**config.mk**
```make
export PLATFORM = sky130hd
export DESIGN_NAME = phy_led_pins
export DESIGN_NICKNAME = d
export VERILOG_FILES = /design/src/phy_led_pkg.sv /design/src/phy_led_pins.sv /design/src/led_port.sv
export SDC_FILE = /design/constraint.sdc
export NUM_CORES = 1
export LEC_CHECK = 0
export ABC_CLOCK_PERIOD_IN_PS = 3700
export BUFFER_PORTS_ARGS = -buffer_cell sky130_fd_sc_hd__clkbuf_2
export CAP_MARGIN = 0
export CORE_MARGIN = 2
export CORE_UTILIZATION = 58
export CTS_CLUSTER_SIZE = 8
export DETAILED_ROUTE_END_ITERATION = 8
export PLACE_DENSITY = 0.77
export SLEW_MARGIN = 5
export SYNTH_ARGS = -nofsm -noshare
export SYNTH_HDL_FRONTEND = slang
export SYNTH_HIERARCHICAL = 1
export SYNTH_SLANG_ARGS = --single-unit
```
**constraint.sdc**
```tcl
create_clock -name clk -period 3.7 [get_ports clk]
set_clock_uncertainty 0.1 [all_clocks]
set_input_delay 0.555 -clock clk [delete_from_list [all_inputs] [get_ports clk]]
set_output_delay 0.555 -clock clk [all_outputs]
set_load 0.05 [all_outputs]
```
**src/phy_led_pkg.sv**
```systemverilog
// Purpose: shared constants for the led, reset and power-down pin block
// Assumes: 200 MHz system clock, 32-bit apb register bus
// Notes: times are kept in their own unit; cycle counts derive from them
package phy_led_pkg;

  // clock period in ns
  localparam int unsigned CLK_PERIOD_NS = 5;

  // least reset pulse width in us, rounded up to whole cycles
  localparam int unsigned RESET_MIN_US = 1;
  localparam int unsigned RESET_MIN_CYCLES =
    (RESET_MIN_US * 1000 + CLK_PERIOD_NS - 1) / CLK_PERIOD_NS;
  localparam int unsigned RESET_CNT_W = 8;

  // blink half period and activity stretch, in ms
  localparam int unsigned BLINK_HALF_MS = 50;
  localparam int unsigned BLINK_HALF_CYCLES_DEF = BLINK_HALF_MS * 1000000 / CLK_PERIOD_NS;
  localparam int unsigned STRETCH_MS = 30;
  localparam int unsigned STRETCH_CYCLES_DEF = STRETCH_MS * 1000000 / CLK_PERIOD_NS;
  localparam int unsigned TIMER_W = 24;

  // register byte offsets
  localparam logic [11:0] CTRL_OFFSET = 12'h000;
  localparam logic [11:0] STATUS_OFFSET = 12'h004;
  localparam logic [11:0] MASK_OFFSET = 12'h008;
  localparam logic [11:0] STATE_OFFSET = 12'h00C;

  // control fields
  localparam int unsigned CTRL_MODE3_BIT = 0;
  localparam int unsigned CTRL_DUPLEX_BIT = 1;
  localparam int unsigned CTRL_IRQ_FUNC_LSB = 2;
  localparam logic [3:0] CTRL_RESET = 4'h0;

  // status and mask fields: link change a/b, power-down request a/b
  localparam int unsigned STAT_LINK_LSB = 0;
  localparam int unsigned STAT_PD_LSB = 2;
  localparam int unsigned STAT_W = 4;
  localparam logic [3:0] STAT_RESET = 4'h0;
  localparam logic [3:0] MASK_RESET = 4'h0;

  // state register fields
  localparam int unsigned STATE_STRAP_BIT = 0;
  localparam int unsigned STATE_PD_LSB = 1;
  localparam int unsigned STATE_LINK_LSB = 3;
  localparam int unsigned STATE_RSTOK_BIT = 5;

  // led operating modes
  typedef enum logic [1:0] {MODE_ONE, MODE_TWO, MODE_THREE} led_mode_t;

endpackage : phy_led_pkg

```
**src/phy_led_pins.sv**
```systemverilog
// Purpose: led, reset and power-down/interrupt pins of a two-port transceiver
// Assumes: apb slave at 32 bits, rstn asynchronous active low, inputs synchronous
// Notes: strap values are captured on the clock while rstn is low
//
// The APB slave port and the register offsets are this design's own decisions.
`timescale 1ns/1ps
module phy_led_pins import phy_led_pkg::*; #(
  parameter int unsigned BLINK_HALF_CYCLES = BLINK_HALF_CYCLES_DEF,
  parameter int unsigned STRETCH_CYCLES = STRETCH_CYCLES_DEF
) (
  input wire logic clk,
  input wire logic rstn,
  // apb slave
  input wire logic psel,
  input wire logic penable,
  input wire logic pwrite,
  input wire logic [31:0] paddr,
  input wire logic [31:0] pwdata,
  output logic [31:0] prdata,
  output logic pready,
  output logic pslverr,
  output logic irq,
  // led mode strap
  input wire logic led_mode_strap,
  // port status
  input wire logic [1:0] link_up,
  input wire logic [1:0] speed_100,
  input wire logic [1:0] tx_active,
  input wire logic [1:0] rx_active,
  input wire logic [1:0] collision,
  input wire logic [1:0] full_duplex,
  // led pins, port a
  input wire logic link_indicator_port_a_in,
  output logic link_indicator_port_a_out,
  output logic link_indicator_port_a_oe,
  input wire logic speed_indicator_port_a_in,
  output logic speed_indicator_port_a_out,
  output logic speed_indicator_port_a_oe,
  input wire logic activity_collision_indicator_port_a_in,
  output logic activity_collision_indicator_port_a_out,
  output logic activity_collision_indicator_port_a_oe,
  // led pins, port b
  input wire logic link_indicator_port_b_in,
  output logic link_indicator_port_b_out,
  output logic link_indicator_port_b_oe,
  input wire logic speed_indicator_port_b_in,
  output logic speed_indicator_port_b_out,
  output logic speed_indicator_port_b_oe,
  input wire logic activity_collision_indicator_port_b_in,
  output logic activity_collision_indicator_port_b_out,
  output logic activity_collision_indicator_port_b_oe,
  // power-down / interrupt pins
  input wire logic powerdown_irq_pin_port_a_in,
  output logic powerdown_irq_pin_port_a_out,
  output logic powerdown_irq_pin_port_a_oe,
  input wire logic powerdown_irq_pin_port_b_in,
  output logic powerdown_irq_pin_port_b_out,
  output logic powerdown_irq_pin_port_b_oe,
  output logic [1:0] powerdown
);

  localparam logic [TIMER_W-1:0] BLINK_LAST = TIMER_W'(BLINK_HALF_CYCLES - 1);
  localparam logic [RESET_CNT_W-1:0] RESET_LAST = RESET_CNT_W'(RESET_MIN_CYCLES - 1);

  // strap captures, held after reset release
  logic mode_strap_q;
  logic [2:0] pol_a_q; // link, speed, third
  logic [2:0] pol_b_q;
  logic [RESET_CNT_W-1:0] rst_cnt_q; // cycles rstn has been low
  logic rst_long_q; // last reset met the minimum width

  // registers
  logic [3:0] ctrl_q;
  logic [STAT_W-1:0] status_q;
  logic [STAT_W-1:0] status_d;
  logic [STAT_W-1:0] mask_q;
  logic [31:0] prdata_q;
  logic pready_q;
  logic pslverr_q;
  logic irq_q;

  // port pin state
  logic [1:0] link_prev_q; // for link change events
  logic [1:0] pd_q; // power-down level to the port
  logic [1:0] pin_oe_q; // open-drain pull-down enable
  logic [1:0] pin_in;
  logic [1:0] irq_func;
  logic [1:0] pd_d;
  logic [1:0] port_irq;
  logic [STAT_W-1:0] events;

  // blink timer shared by both ports
  logic [TIMER_W-1:0] blink_cnt_q;
  logic blink_q;

  // bus decode
  logic apb_setup;
  logic apb_done;
  logic status_read;
  led_mode_t mode;

  // word hit at a register offset
  function automatic logic addr_hit(input logic [31:0] addr, input logic [11:0] offset);
    addr_hit = (addr[31:12] == 20'h00000) && (addr[11:0] == offset);
  endfunction : addr_hit

  // straps sampled on the clock while in reset, no async reset on purpose:
  // an async reset would force constants and lose the pin levels
  always_ff @(posedge clk) begin
    if (!rstn) begin
      mode_strap_q <= led_mode_strap;
      pol_a_q <= {activity_collision_indicator_port_a_in, speed_indicator_port_a_in,
                  link_indicator_port_a_in};
      pol_b_q <= {activity_collision_indicator_port_b_in, speed_indicator_port_b_in,
                  link_indicator_port_b_in};
      if (rst_cnt_q != RESET_LAST) begin
        rst_cnt_q <= rst_cnt_q + 1'b1;
      end
      rst_long_q <= (rst_cnt_q == RESET_LAST);
    end else begin
      rst_cnt_q <= '0;
    end
  end

  // mode: register overrides strap with mode three
  always_comb begin
    if (ctrl_q[CTRL_MODE3_BIT]) begin
      mode = MODE_THREE;
    end else if (mode_strap_q) begin
      mode = MODE_TWO;
    end else begin
      mode = MODE_ONE;
    end
  end

  // apb phases; slave answers with one wait-free access cycle
  assign apb_setup = psel && !penable;
  assign apb_done = psel && penable && pready_q;
  assign status_read = apb_done && !pwrite && addr_hit(paddr, STATUS_OFFSET);

  // ready and read data prepared in the setup cycle
  always_ff @(posedge clk or negedge rstn) begin
    if (!rstn) begin
      pready_q <= 1'b0;
      pslverr_q <= 1'b0;
      prdata_q <= 32'h00000000;
    end else begin
      pready_q <= apb_setup;
      if (apb_setup) begin
        pslverr_q <= !(addr_hit(paddr, CTRL_OFFSET) || addr_hit(paddr, STATUS_OFFSET) ||
                       addr_hit(paddr, MASK_OFFSET) || addr_hit(paddr, STATE_OFFSET));
        if (pwrite) begin
          prdata_q <= 32'h00000000;
        end else if (addr_hit(paddr, CTRL_OFFSET)) begin
          prdata_q <= {28'h0000000, ctrl_q};
        end else if (addr_hit(paddr, STATUS_OFFSET)) begin
          prdata_q <= {28'h0000000, status_q};
        end else if (addr_hit(paddr, MASK_OFFSET)) begin
          prdata_q <= {28'h0000000, mask_q};
        end else if (addr_hit(paddr, STATE_OFFSET)) begin
          prdata_q <= {26'h0000000, rst_long_q, link_up, pd_q, mode_strap_q};
        end else begin
          prdata_q <= 32'h00000000; // unmapped reads zero with error
        end
      end
    end
  end

  // writable registers
  always_ff @(posedge clk or negedge rstn) begin
    if (!rstn) begin
      ctrl_q <= CTRL_RESET;
      mask_q <= MASK_RESET;
    end else if (apb_done && pwrite) begin
      if (addr_hit(paddr, CTRL_OFFSET)) begin
        ctrl_q <= pwdata[3:0];
      end
      if (addr_hit(paddr, MASK_OFFSET)) begin
        mask_q <= pwdata[STAT_W-1:0];
      end
    end
  end

  // pin function: power-down input unless software picked interrupt
  assign irq_func = ctrl_q[CTRL_IRQ_FUNC_LSB +: 2];
  assign pin_in = {powerdown_irq_pin_port_b_in, powerdown_irq_pin_port_a_in};
  assign pd_d = ~irq_func & ~pin_in;
  assign events[STAT_LINK_LSB +: 2] = link_up ^ link_prev_q;
  assign events[STAT_PD_LSB +: 2] = pd_d & ~pd_q;

  // only the bits already returned are cleared, so a set wins over the clear
  always_comb begin
    status_d = status_q;
    if (status_read) begin
      status_d = status_q & ~prdata_q[STAT_W-1:0];
    end
    status_d = status_d | events;
  end

  // sticky status and interrupt level
  always_ff @(posedge clk or negedge rstn) begin
    if (!rstn) begin
      status_q <= STAT_RESET;
      irq_q <= 1'b0;
    end else begin
      status_q <= status_d;
      irq_q <= |(status_d & mask_q);
    end
  end

  // per-port interrupt condition from that port's unmasked bits
  assign port_irq[0] = status_q[STAT_LINK_LSB] & mask_q[STAT_LINK_LSB] |
                       status_q[STAT_PD_LSB] & mask_q[STAT_PD_LSB];
  assign port_irq[1] = status_q[STAT_LINK_LSB+1] & mask_q[STAT_LINK_LSB+1] |
                       status_q[STAT_PD_LSB+1] & mask_q[STAT_PD_LSB+1];

  // independent pin logic for each port
  always_ff @(posedge clk or negedge rstn) begin
    if (!rstn) begin
      link_prev_q <= 2'h0;
      pd_q <= 2'h0;
      pin_oe_q <= 2'h0;
    end else begin
      for (int p = 0; p < 2; p++) begin
        link_prev_q[p] <= link_up[p];
        pd_q[p] <= pd_d[p];
        pin_oe_q[p] <= irq_func[p] && port_irq[p];
      end
    end
  end

  // blink phase for link lights
  always_ff @(posedge clk or negedge rstn) begin
    if (!rstn) begin
      blink_cnt_q <= '0;
      blink_q <= 1'b0;
    end else if (blink_cnt_q == BLINK_LAST) begin
      blink_cnt_q <= '0;
      blink_q <= !blink_q;
    end else begin
      blink_cnt_q <= blink_cnt_q + 1'b1;
    end
  end

  // port a leds
  led_port #(.STRETCH_CYCLES(STRETCH_CYCLES)) port_a_leds (
    .clk(clk),
    .rstn(rstn),
    .mode(mode),
    .dup_sel(ctrl_q[CTRL_DUPLEX_BIT]),
    .blink(blink_q),
    .pol_link(pol_a_q[0]),
    .pol_speed(pol_a_q[1]),
    .pol_act(pol_a_q[2]),
    .link_up(link_up[0]),
    .speed_100(speed_100[0]),
    .tx_active(tx_active[0]),
    .rx_active(rx_active[0]),
    .collision(collision[0]),
    .full_duplex(full_duplex[0]),
    .link_out_q(link_indicator_port_a_out),
    .speed_out_q(speed_indicator_port_a_out),
    .act_out_q(activity_collision_indicator_port_a_out),
    .led_oe_q(link_indicator_port_a_oe)
  );

  // port b leds
  led_port #(.STRETCH_CYCLES(STRETCH_CYCLES)) port_b_leds (
    .clk(clk),
    .rstn(rstn),
    .mode(mode),
    .dup_sel(ctrl_q[CTRL_DUPLEX_BIT]),
    .blink(blink_q),
    .pol_link(pol_b_q[0]),
    .pol_speed(pol_b_q[1]),
    .pol_act(pol_b_q[2]),
    .link_up(link_up[1]),
    .speed_100(speed_100[1]),
    .tx_active(tx_active[1]),
    .rx_active(rx_active[1]),
    .collision(collision[1]),
    .full_duplex(full_duplex[1]),
    .link_out_q(link_indicator_port_b_out),
    .speed_out_q(speed_indicator_port_b_out),
    .act_out_q(activity_collision_indicator_port_b_out),
    .led_oe_q(link_indicator_port_b_oe)
  );

  // all three pins of a port share one drive enable flop
  assign speed_indicator_port_a_oe = link_indicator_port_a_oe;
  assign activity_collision_indicator_port_a_oe = link_indicator_port_a_oe;
  assign speed_indicator_port_b_oe = link_indicator_port_b_oe;
  assign activity_collision_indicator_port_b_oe = link_indicator_port_b_oe;

  // open drain: data is always low, only the enable moves
  assign powerdown_irq_pin_port_a_out = 1'b0;
  assign powerdown_irq_pin_port_b_out = 1'b0;
  assign powerdown_irq_pin_port_a_oe = pin_oe_q[0];
  assign powerdown_irq_pin_port_b_oe = pin_oe_q[1];
  assign powerdown = pd_q;

  assign prdata = prdata_q;
  assign pready = pready_q;
  assign pslverr = pslverr_q;
  assign irq = irq_q;

  // strap level in reset is what the mode decode sees afterwards
  strap_capture_a: assert property (@(posedge clk)
    !rstn |=> mode_strap_q == $past(led_mode_strap))
    else $error("led mode strap not captured");

  // pin low in power-down function reaches power-down next cycle
  pd_follow_a: assert property (@(posedge clk) disable iff (!rstn)
    !irq_func[0] && !pin_in[0] |=> pd_q[0])
    else $error("port a power-down not entered");

  // power-down function never drives the pin
  pd_release_a: assert property (@(posedge clk) disable iff (!rstn)
    !irq_func[1] |=> !pin_oe_q[1] && (pd_q[1] == $past(!pin_in[1])))
    else $error("port b pin driven in power-down function");

  // interrupt function pulls the pin while the port interrupt stands
  irq_pull_a: assert property (@(posedge clk) disable iff (!rstn)
    irq_func[0] && port_irq[0] |=> pin_oe_q[0] && !powerdown_irq_pin_port_a_out)
    else $error("interrupt pin not pulled low");

  // event arriving during a status read still lands
  event_kept_a: assert property (@(posedge clk) disable iff (!rstn)
    events[STAT_LINK_LSB+1] |=> status_q[STAT_LINK_LSB+1])
    else $error("link event lost");

endmodule : phy_led_pins

```
**src/led_port.sv**
```systemverilog
// Purpose: three led pins of one port, with blink and stretch
// Assumes: status inputs synchronous to clk
// Notes: pins stay released during reset so straps can be read
`timescale 1ns/1ps
module led_port import phy_led_pkg::*; #(
  parameter int unsigned STRETCH_CYCLES = STRETCH_CYCLES_DEF
) (
  input wire logic clk,
  input wire logic rstn,
  input wire led_mode_t mode,
  input wire logic dup_sel,
  input wire logic blink,
  input wire logic pol_link,
  input wire logic pol_speed,
  input wire logic pol_act,
  input wire logic link_up,
  input wire logic speed_100,
  input wire logic tx_active,
  input wire logic rx_active,
  input wire logic collision,
  input wire logic full_duplex,
  output logic link_out_q,
  output logic speed_out_q,
  output logic act_out_q,
  output logic led_oe_q
);

  localparam logic [TIMER_W-1:0] STRETCH_LOAD = TIMER_W'(STRETCH_CYCLES);

  logic [TIMER_W-1:0] act_cnt_q; // activity stretch timer
  logic [TIMER_W-1:0] col_cnt_q; // collision stretch timer
  logic act_on; // activity seen now or lately
  logic col_on; // collision seen now or lately
  logic link_on;
  logic third_on;

  // a pulled-up pin lights its led by driving low
  function automatic logic led_level(input logic on, input logic pol);
    led_level = on ^ pol;
  endfunction : led_level

  // short activity would be invisible, so hold it for a fixed time
  always_ff @(posedge clk or negedge rstn) begin
    if (!rstn) begin
      act_cnt_q <= '0;
      col_cnt_q <= '0;
    end else begin
      if (tx_active || rx_active) begin
        act_cnt_q <= STRETCH_LOAD;
      end else if (act_cnt_q != '0) begin
        act_cnt_q <= act_cnt_q - 1'b1;
      end
      if (collision) begin
        col_cnt_q <= STRETCH_LOAD;
      end else if (col_cnt_q != '0) begin
        col_cnt_q <= col_cnt_q - 1'b1;
      end
    end
  end

  assign act_on = tx_active || rx_active || (act_cnt_q != '0);
  assign col_on = collision || (col_cnt_q != '0);

  // per-mode led meaning
  always_comb begin
    link_on = 1'b0;
    third_on = 1'b0;
    case (mode)
      MODE_ONE: begin
        link_on = link_up;
        third_on = act_on;
      end
      MODE_TWO: begin
        link_on = link_up && (!act_on || blink);
        third_on = col_on;
      end
      MODE_THREE: begin
        link_on = link_up && (!act_on || blink);
        third_on = dup_sel ? full_duplex : col_on;
      end
      default: begin
        link_on = 1'b0;
        third_on = 1'b0;
      end
    endcase
  end

  // pin drivers, released while in reset
  always_ff @(posedge clk or negedge rstn) begin
    if (!rstn) begin
      link_out_q <= 1'b0;
      speed_out_q <= 1'b0;
      act_out_q <= 1'b0;
      led_oe_q <= 1'b0;
    end else begin
      link_out_q <= led_level(link_on, pol_link);
      speed_out_q <= led_level(speed_100, pol_speed);
      act_out_q <= led_level(third_on, pol_act);
      led_oe_q <= 1'b1;
    end
  end

  // speed light ignores mode
  speed_led_a: assert property (@(posedge clk) disable iff (!rstn)
    led_oe_q |-> speed_out_q == ($past(speed_100) ^ pol_speed))
    else $error("speed led does not follow speed");

  // mode one link light is plain link state
  link_plain_a: assert property (@(posedge clk) disable iff (!rstn)
    $past(mode) == MODE_ONE && led_oe_q |-> link_out_q == ($past(link_up) ^ pol_link))
    else $error("link led wrong in mode one");

  // activity mode one lit during traffic
  act_lit_a: assert property (@(posedge clk) disable iff (!rstn)
    $past(mode) == MODE_ONE && $past(tx_active || rx_active) && led_oe_q
    |-> act_out_q == !pol_act)
    else $error("activity led not lit");

  // link down keeps link light off in blinking modes
  link_dark_a: assert property (@(posedge clk) disable iff (!rstn)
    $past(mode) != MODE_ONE && !$past(link_up) && led_oe_q |-> link_out_q == pol_link)
    else $error("link led lit without link");

  // mode two third light shows collision
  col_lit_a: assert property (@(posedge clk) disable iff (!rstn)
    $past(mode) == MODE_TWO && $past(collision) && led_oe_q |-> act_out_q == !pol_act)
    else $error("collision led not lit");

  // mode three duplex select shows duplex
  duplex_led_a: assert property (@(posedge clk) disable iff (!rstn)
    $past(mode) == MODE_THREE && $past(dup_sel) && led_oe_q
    |-> act_out_q == ($past(full_duplex) ^ pol_act))
    else $error("duplex led wrong");

endmodule : led_port

```
==> qor.csv <==
metric,value,unit
outcome,finished clean,
drt pass-1 iters,5,
Setup Viol. Count Final,0,
post-cts sizing count,0,
pwr/cell area,417,nW/um^2
HP Start,speed_indicator_port_b_in,
top layer in use,met4,
CP Max Fanout,8,
RSZ-0062 raised after global routing,no,
worst rel slew slack,0.301,
Num CTS Buffers,17,
clock latency on the worst-skew pair,0.43,ns
"commonest non-fill, non-tap cells in the layout","dfrtp_1 (156), clkbuf_2 (85), nor2_1 (84)",
worst r2r src,port_b_leds/col_cnt_q[5],
Final GP Congestion,0.872,
DPL Wire Length,13200,microns
Critical Path Source,port_b_leds/col_cnt_q[5],
number of flops mapped to enable cells by yosys,8,
Placed Cells,1179,
GRT overflow,0,
setup TNS,0,ns
Filler Cell Count,1276,
DR vias/cell,5.84,
Post-route DRC,0,
"flops & latches, synth",172,
Post-Layout Cell Count,1212,
Initial Util,0.589,
vias in the first global route,6614,
critical path launch point type,flop,
Worst Hold Class,in2reg,
n_diodes,0,
WHS,0.194,ns
Final Net Count,1091,
row count,46,
port bufs,86,
Max Root-Sink Buffers,2,
area of the multi-input gates,4530,sq um
cts hold-fix bufs,1,
Main synth FF type,dfrtp_1,
Worst Tran Pin Value,1.04,ns
"Hold Vio Cnt, Final",0,
count of cell types in the netlist,76,
area post-placement,9720,sq um
WP data arrival,3.03,ns
clk root buf,clkbuf_16,
"Slew Viols, Final",0,
Max Cap Viol,0,
wl on met1,8590,microns
htree depth,4,
share of post-route cells with drive strength above 1,0.178,
Sink Count,172,
CTS tree,yes,
remaining antenna violation count,0,
Peak VDD IR,0.320,mV
vias,7084,
Horiz. Die Dim,130,microns
wire per inst,15.7,microns
CP peak stage delay,0.66,ns
DIE AREA,17000,sq um
WS Path Type,reg2reg,
setup repair bufs after CTS,0,
first-pass GRT wire length,31700,microns
CP endpoint kind,flop,
initial detailed-routing violation count,447,
Max Fclk,355,MHz
Sequential Area,4300,sq um
DR WL met2,9260,microns
Critical Path RT,3.91,ns
Slowest cell on crit path,or4_1,
Met3 Routed Length,988,microns
Final Cycle Share,0.761,
crit path buf inv count,0,
WL final,19100,microns
crit-path leading delay family,simple AND/OR/NAND/NOR gates,
overall power,0.00429,W
core footprint,15700,sq um
Syn Inst Count,908,
initial antenna violation count,0,
yosys synthesis warning count,6,
Die Ht,130,microns
min cycle time layout,2.82,ns
"commonest non-fill, non-tap cell in the layout",dfrtp_1,
Finished Cell Area,10300,sq um
largest net degree at the start of global routing,92,
I/O pins,143,
Global Route Usage Sum,0.236,
Leak Pwr,4.13,nW
Synth Area per Inst,10.2,sq um
clk slew on worst S/H paths,0.07,ns
cell area after synthesis,9250,sq um
CP cell instances,or4_1 -> or3_1 -> o21ai_1 -> nor3_1 -> or3b_2,
Synth async-reset ratio,0.907,
Area growth syn-to-layout,11.2,%
post-synthesis sequential area ratio,0.465,
-- path summary, 6_finish.rpt --
check	depth (start not counted)	slack, ns	endpoint
hold reg to reg	1	0.34	port_b_leds/act_out_q
max in group asynchronous	3	2.15	port_a_leds/col_cnt_q[5]
setup / recovery	5	0.88	port_b_leds/col_cnt_q[16]
setup reg to reg	5	0.88	port_b_leds/col_cnt_q[16]
hold / removal	1	0.19	pol_b_q[1]
min in group asynchronous	2	0.46	port_b_leds/led_oe_q
-- registers in the layout, summed over array words and instances, names as in the netlist, 2 cells and up --
signal / cells
port_b_leds/col_cnt_q: 24
port_a_leds/col_cnt_q: 24
pol_a_q: 3
prdata: 6
rst_cnt_q: 8
status_q: 4
port_a_leds/act_cnt_q: 24
ctrl_q: 4
port_b_leds/act_cnt_q: 24
pol_b_q: 3
link_prev_q: 2
pin_oe_q: 2
mask_q: 4
blink_cnt_q: 24
powerdown: 2
-- worst reg2reg max path, delay by kind of cell (launching register included) --
family,cells,cell delay [ns]
AOI/OAI and AO/OA,1,0.45
and+or+nand+nor,4,1.74
DFF,1,0.40
-- Yosys cell counts, drive strengths merged, types with 5 or more instances --
master,number,area (sq um)
a211oi,5,37.5
a21oi,21,105
and3,9,56.3
buf,40,310
clkbuf,25,93.8
dfrtp,156,3900
dfxtp,8,160
edfxtp,8,240
ha,18,225
inv,26,97.6
mux2,10,113
mux2i,7,70.1
nand2,35,131
nand2b,16,100
nand3,39,195
nand4,19,125
nor2,84,315
nor2b,20,125
nor3,24,130
nor4,37,288
o211ai,17,138
o21ai,34,178
o311ai,7,61.3
o31ai,23,203
o41ai,12,105
or2,6,37.5
or3,23,149
or4,33,262
or4b,5,50.1
xnor2,17,149
xor2,56,490
-- report_power, final --
group	switching, W	leakage (nW)	internal [W]	total [W]
Sequential	0.0000694	2.03	0.00196	0.00203
Combinational	0.000389	1.83	0.000172	0.000561
Clock	0.000812	0.270	0.000884	0.00170
-- metrics by stage --
step	worst slack [ns]	util
6_report	0.883	0.655
5_1_grt	0.733	0.655
4_1_cts	0.889	0.655
3_5_place_dp	0.894	0.618
3_3_place_gp	0.946	0.618
2_1_floorplan	1.04	-
-- metal layers --
layer	GRT usage	vias up
met4	0.0791	0
li1	-	3452
met3	0.0603	23
met2	0.370	163
met1	0.322	3446
met5	0	-
-- final cells by class --
class                      count  share of cell area
clock buffer                  17              0.0414
clock inverter                15              0.0128
inverter                      30              0.0109
multi-input combinational    668               0.440
sequential                   172               0.418
tap                          216              0.0263
timing repair buffer          94              0.0498
-- logic make-up (layout without fill, tap and decap cells) --
group | count (synthesis) | count (layout) | share of synthesized area
other | 3 | 30 | 0.00122
AOI/OAI and AO/OA | 147 | 147 | 0.115
DFF | 172 | 172 | 0.465
muxes | 21 | 21 | 0.0295
adders and majority gates | 18 | 18 | 0.0244
buffers and inverters | 95 | 156 | 0.0559
and+or+nand+nor | 379 | 379 | 0.240
xor gates and xnor gates | 73 | 73 | 0.0691
Power figures use the tool's default switching activity.
